### src/rtl/decade_johnson_counter_regs.svh
// Purpose: constants for the decade johnson counter
// Assumes: one 40 MHz clock, active low asynchronous reset
// Notes: state is a five stage twisted ring
//
// Summary of operation
// - five-stage johnson ring, ten slots, carry
// - clear input high forces count zero
// - advance on clock only when enable low
// - exactly one slot output high per state
// - each slot high one full count period
// - carry completes one period per ten counts
// - glitch-free: outputs registered, no decode hazards
`ifndef DECADE_JOHNSON_COUNTER_REGS_SVH
`define DECADE_JOHNSON_COUNTER_REGS_SVH
`define JC_STAGES      5
`define JC_SLOTS       10
`define JC_RING_RESET  5'h00
`define JC_SLOT_RESET  10'h001
`define JC_SYNC_DEPTH  3
`endif

### src/rtl/decade_johnson_counter_pkg.sv
// Purpose: types for the decade johnson counter
// Assumes: constants header is included alongside
// Notes: none
`include "decade_johnson_counter_regs.svh"
package decade_johnson_counter_pkg;
   typedef logic [`JC_STAGES-1:0] ring_t;
   typedef logic [`JC_SLOTS-1:0]  slot_t;
   typedef struct packed {
      slot_t slot;
      logic  carry;
   } count_out_t;
endpackage : decade_johnson_counter_pkg

### src/rtl/decade_johnson_counter.sv
// Purpose: divide-by-ten johnson counter with ten decoded slots
// Assumes: count_clk, clear and hold_n arrive from pins, sampled on clock
// Notes: a rising edge of count_clk is one count event
`timescale 1ns/100ps
`default_nettype none
`include "decade_johnson_counter_regs.svh"
module decade_johnson_counter (
   input  wire logic                                  clock,
   input  wire logic                                  nrst,
   input  wire logic                                  count_clk,
   input  wire logic                                  clear,
   input  wire logic                                  hold_n,
   output var  decade_johnson_counter_pkg::count_out_t outs
);
   logic                              clk_s;
   logic                              clear_s;
   logic                              hold_s;
   logic                              clk_d_r;
   logic                              step;
   decade_johnson_counter_pkg::ring_t ring_r;
   decade_johnson_counter_pkg::ring_t ring_nxt;
   logic [3:0]                        cnt_nxt;
   logic [3:0]                        lap_r;
   logic [3:0]                        lap_nxt;

   // pin synchronisers
   pin_sync #(.RESET_VAL(1'b0)) u_clk_sync (
      .clock (clock),
      .nrst  (nrst),
      .pin   (count_clk),
      .level (clk_s)
   );
   pin_sync #(.RESET_VAL(1'b1)) u_clr_sync (
      .clock (clock),
      .nrst  (nrst),
      .pin   (clear),
      .level (clear_s)
   );
   pin_sync #(.RESET_VAL(1'b1)) u_hold_sync (
      .clock (clock),
      .nrst  (nrst),
      .pin   (hold_n),
      .level (hold_s)
   );

   // maps a johnson state to its count 0..9
   function automatic logic [3:0] ring_count(decade_johnson_counter_pkg::ring_t r);
      logic [3:0] c;
      c = 4'h0;
      unique case (r)
         5'h00:   c = 4'h0;
         5'h01:   c = 4'h1;
         5'h03:   c = 4'h2;
         5'h07:   c = 4'h3;
         5'h0f:   c = 4'h4;
         5'h1f:   c = 4'h5;
         5'h1e:   c = 4'h6;
         5'h1c:   c = 4'h7;
         5'h18:   c = 4'h8;
         5'h10:   c = 4'h9;
         default: c = 4'h0;
      endcase
      return c;
   endfunction : ring_count

   // edge detect on the synchronised count clock
   always_ff @(posedge clock or negedge nrst) begin
      if (!nrst) begin
         clk_d_r <= 1'b0;
      end else begin
         clk_d_r <= clk_s;
      end
   end

   assign step = clk_s & ~clk_d_r & ~hold_s;

   // twisted ring shift; illegal states self-correct to zero
   always_comb begin
      ring_nxt = {ring_r[`JC_STAGES-2:0], ~ring_r[`JC_STAGES-1]};
      if (ring_count(ring_r) == 4'h0 && ring_r != `JC_RING_RESET) begin
         ring_nxt = `JC_RING_RESET;
      end
   end

   // count register
   always_ff @(posedge clock or negedge nrst) begin
      if (!nrst) begin
         ring_r <= `JC_RING_RESET;
      end else if (clear_s) begin
         ring_r <= `JC_RING_RESET;
      end else if (step) begin
         ring_r <= ring_nxt;
      end
   end

   // decoded outputs registered so they cannot glitch
   always_comb begin
      cnt_nxt = ring_count(ring_nxt);
   end

   always_ff @(posedge clock or negedge nrst) begin
      if (!nrst) begin
         outs.slot  <= `JC_SLOT_RESET;
         outs.carry <= 1'b1;
      end else if (clear_s) begin
         outs.slot  <= `JC_SLOT_RESET;
         outs.carry <= 1'b1;
      end else if (step) begin
         outs.slot  <= `JC_SLOTS'(1) << cnt_nxt;
         outs.carry <= (cnt_nxt < 4'h5);
      end
   end

   // independent tally of accepted steps, wraps after ten; read by assertions only
   always_comb begin
      lap_nxt = lap_r + 4'h1;
      if (lap_r == 4'(`JC_SLOTS - 1)) begin
         lap_nxt = 4'h0;
      end
   end

   always_ff @(posedge clock or negedge nrst) begin
      if (!nrst) begin
         lap_r <= 4'h0;
      end else if (clear_s) begin
         lap_r <= 4'h0;
      end else if (step) begin
         lap_r <= lap_nxt;
      end
   end
endmodule : decade_johnson_counter
`default_nettype wire

### src/rtl/pin_sync.sv
// Purpose: three flop pin synchroniser with agreement check
// Assumes: pin is asynchronous to clock
// Notes: first flop feeds only the second
`timescale 1ns/100ps
`default_nettype none
module pin_sync #(
   parameter logic RESET_VAL = 1'b0
) (
   input  wire logic clock,
   input  wire logic nrst,
   input  wire logic pin,
   output var  logic level
);
   logic meta_r;
   logic s2_r;
   logic s3_r;

   // three flop chain
   always_ff @(posedge clock or negedge nrst) begin
      if (!nrst) begin
         meta_r <= RESET_VAL;
         s2_r   <= RESET_VAL;
         s3_r   <= RESET_VAL;
      end else begin
         meta_r <= pin;
         s2_r   <= meta_r;
         s3_r   <= s2_r;
      end
   end

   // accept a change once the last two agree
   always_ff @(posedge clock or negedge nrst) begin
      if (!nrst) begin
         level <= RESET_VAL;
      end else if (s2_r == s3_r) begin
         level <= s3_r;
      end
   end
endmodule : pin_sync
`default_nettype wire

### config.mk
export PLATFORM = sky130hd
export DESIGN_NAME = decade_johnson_counter
export DESIGN_NICKNAME = d
export VERILOG_FILES = /design/src/rtl/decade_johnson_counter_pkg.sv /design/src/rtl/decade_johnson_counter.sv /design/src/rtl/pin_sync.sv
export VERILOG_INCLUDE_DIRS = /design/src /design/src/rtl
export SDC_FILE = /design/constraint.sdc
export NUM_CORES = 1
export LEC_CHECK = 0
export BUFFER_PORTS_ARGS = -buffer_cell sky130_fd_sc_hd__buf_2
export CAP_MARGIN = 25
export CORE_MARGIN = 5
export CORE_UTILIZATION = 50
export DETAILED_ROUTE_END_ITERATION = 10
export GPL_TIMING_DRIVEN = 1
export MAX_ROUTING_LAYER = met4
export PLACE_DENSITY = 0.7
export SYNTH_ARGS = -nofsm -noshare
export SYNTH_HDL_FRONTEND = slang
export SYNTH_SLANG_ARGS = --single-unit
### constraint.sdc
create_clock -name clock -period 4.05 [get_ports clock]
set_input_delay 0.405 -clock clock [delete_from_list [all_inputs] [get_ports clock]]
set_output_delay 0.405 -clock clock [all_outputs]
set_load 0.01 [all_outputs]
==> results by group <==
Worst hold path
  – Worst Hold Class: in2async

Critical path
  – CP Max Fanout: 10
  – Worst path cell trace: inv_1, ha_1, nand3b_1, a311oi_2, nor2_1, nand2_1, ha_1, inv_1, a2111oi_0, a211oi_2, and2_1, a32o_1
  – Slowest cell on crit path: dfrtp_1
  – Reg2Reg Setup Slack: about 0.57 ns
  – Setup crit start kind: flop
  – Reg2reg path depth: 12
  – Reg-to-reg endpoint: outs[9]$_DFFE_PN0P_
  – Critical Path RT: 4.25 ns
  – Crit path DAT: approximately 3.7 ns
  – CP peak stage delay: roughly 0.52 ns
  – Crit Path Class: reg2reg
  – Setup crit end kind: flop
  – Worst r2r src: ring_r[1]$_DFFE_PN0P_

Clocking
  – CTS tree: built
  – Root Buffer: clkbuf_4
  – Post_cts resized: 0
  – Num CTS Buffers: 5
  – Max Root-Sink Buffers: 2
  – Skew-Pair Late Insertion Delay: about 0.32 ns
  – Clock sink count: 29
  – Setup bufs post-CTS: 0
  – Clock slew at reported path FFs: roughly 0.10 ns
  – Max H-tree Level: 2
  – Hold-fix buffers, CTS: 0

Placement
  – Placed Area: between 1500 and 2000 sq um
  – Post-DP HPWL: roughly 2.1 mm
  – Port Buffers: 15
  – Gpl congestion: approximately 0.93

Cells and area
  – # diodes: 0
  – Most frequent cells in the layout: dfrtp_1, buf_2, nand2_1
  – Cell area after layout: roughly 1600 sq um
  – Share of post-route cells with drive strength above 1: 28.4%
  – Area Growth Syn to Fin: 11.5%
  – Max reg flops: 11
  – Fill count: 221
  – Commonest non-fill, non-tap cell in the layout: dfrtp_1
  – Leading registers by flop count: outs x11, ring_r x5
  – Nets: approximately 150
  – Largest reg by FF count: outs

Drt
  – Routed WL: approximately 2.7 mm
  – Vias/cell: 5.99
  – Starting DRT DRC Count: 36
  – Detailed Routing Iterations Pass 1: 4
  – Final ANT Viol Nets: 0
  – DRC viols: 0
  – Via count: slightly above 1000
  – Wire per inst: 15.9 um

Power and ir drop
  – P_int: around 0.47 mW
  – Sequential power share: between 50% and 60%
  – Clk pwr share: 34.7%
  – Power Dens Cells: just over 400 nW/um^2
  – Leak: about 0.7 nW
  – Net Sw Frac: 26.0%
  – Net switching power figure: ~0.17 mW
  – Combinational share of power: between 10% and 20%
  – VDD IR max: ~0.32 mV

Floorplanning
  – Die X: between 60 and 70 um
  – Floorplan core area: between 2000 and 3000 sq um
  – I/O pin total: 16
  – Die height: roughly 63 um
  – Die area: around 4000 sq um
  – Floorplan row count: 19
  – Starting Density: between 50% and 60%

Yosys
  – Ys Warns: 0
  – Synthesized area: ~1400 sq um
  – Syn nets: ~140
  – Cell taking the most area after synthesis: dfrtp_1
  – Sequential fraction of the synthesis area: a little over half
  – Synthesized instance count: around 120
  – Asr flop ratio synth: between 90% and 100%
  – Ranking of synthesized cells by area: dfrtp_1, dfstp_2, ha_1
  – Unique cell type count in the Yosys netlist: 41
  – #FFs+latches synth: 29
  – Post-synth top area share: between 30% and 40%
  – Post-synth EDFFs: 0
  – Top FF cell, synth: dfrtp_1
  – Syn Area/Cell: between 10 and 15 sq um

Timing
  – Slew Limit Fails: 0
  – RSZ-0062 raised after global routing: false
  – Final hold vios: 0
  – Minimum clock period after layout: about 3.5 ns
  – Final setup viols: 0
  – Clock skew: 0.0155 ns
  – Slew margin rel.: about three fifths
  – Accumulated negative setup slack: 0 ns
  – Max Freq: around 290 MHz
  – Final Cycle Share: a little under nine tenths
  – Worst Max-Slew Pin Slew: between 0.6 and 0.7 ns

Global route
  – Gr ovfl total: 0
  – Number of global-route vias before repair: between 1000 and 1500
  – Largest net degree at the start of global routing: 30
  – Initial antenna violation count: 0
  – Global-route wire length before repair: 4.75 mm
  – GRT Total Usage: between 10% and 20%

Outcome
  – Status: finished clean

Flow run
  – Maxcap violations: 0
per-stage QoR:
stage                     hold WS (ns)  std cells  utilization, %  setup WS, ns  total power, mW
final                           0.0789        172            57.7         0.568            0.640
after global routing             0.121        172            57.7         0.319            0.676
after CTS                       0.0869        172            57.7         0.575            0.645
after detailed placement         0.339        164            54.9         0.625            0.424
after global placement           0.334        164            54.9         0.776            0.418
after floorplan                  0.109        122               -          1.06            0.392
worst max path at each step:
stage | startpoint | to | slack (ns) | depth (start not counted)
floorplan | ring_r[1]$_DFFE_PN0P_ | outs[9]$_DFFE_PN0P_ | 1.06 | 13
global placement | ring_r[1]$_DFFE_PN0P_ | outs[9]$_DFFE_PN0P_ | 0.78 | 12
detailed placement | ring_r[1]$_DFFE_PN0P_ | outs[9]$_DFFE_PN0P_ | 0.62 | 12
CTS | ring_r[1]$_DFFE_PN0P_ | outs[9]$_DFFE_PN0P_ | 0.57 | 12
global route | ring_r[1]$_DFFE_PN0P_ | outs[9]$_DFFE_PN0P_ | 0.32 | 12
finish | ring_r[1]$_DFFE_PN0P_ | outs[9]$_DFFE_PN0P_ | 0.57 | 12
power by group through the flow:
stage               combinational [mW]  clock [mW]  sequential (mW)
floorplan                       0.0694           0            0.322
global placement                0.0934           0            0.325
detailed placement              0.0976           0            0.326
CTS                             0.0978       0.227            0.321
global route                     0.109       0.244            0.323
finish                          0.0975       0.222            0.320
logic make-up (layout without fill, tap and decap cells):
family	after synthesis	in the layout	synth area share, %
muxes	1	1	0.796
buffers and inverters	9	28	3.27
adders and majority gates	12	12	10.1
AOI/OAI and AO/OA	32	32	19.6
and+or+nand+nor	39	39	14.1
DFF	29	29	52.2
cells in the mapped netlist (2+ instances only):
cell	n
a21o_1	2
a21oi_1	8
a32o_1	6
clkbuf_2	2
dfrtp_1	19
dfstp_2	10
ha_1	9
inv_1	5
maj3_1	3
nand2_1	12
nand2b_1	3
nand3_1	6
nor2_1	7
nor3_1	2
o21ai_1	2
worst max-delay path: cells and delay by family, from the launching register on:
| family | cells | cell delay, ns |
|---|---|---|
| flops | 1 | 0.52 |
| buf+inv | 2 | 0.21 |
| compound gates | 4 | 1.31 |
| fa+ha+maj | 2 | 0.51 |
| simple gates | 4 | 0.82 |
per-layer routing:
metal	part of all wire [%]	wire length, um	GRT usage, %	vias to the layer above
met2	50	1350	24.9	26
li1	-	-	-	486
met1	44	1210	18.0	510
met4	2.4	66	6.23	0
met3	3.9	108	3.91	8
met5	0	0	-	-
final cells by class:
| type | count | area, sq um | share of cell area [%] |
|---|---|---|---|
| Clock buffer | 6 | 41.3 | 2.62 |
| Clock inverter | 2 | 35.0 | 2.22 |
| Inverter | 5 | 18.8 | 1.19 |
| Multi-Input combinational cell | 84 | 629 | 39.9 |
| Sequential cell | 29 | 738 | 46.8 |
| Tap cell | 31 | 38.8 | 2.46 |
| Timing Repair Buffer | 15 | 75.1 | 4.76 |
Power figures use the tool's default switching activity.
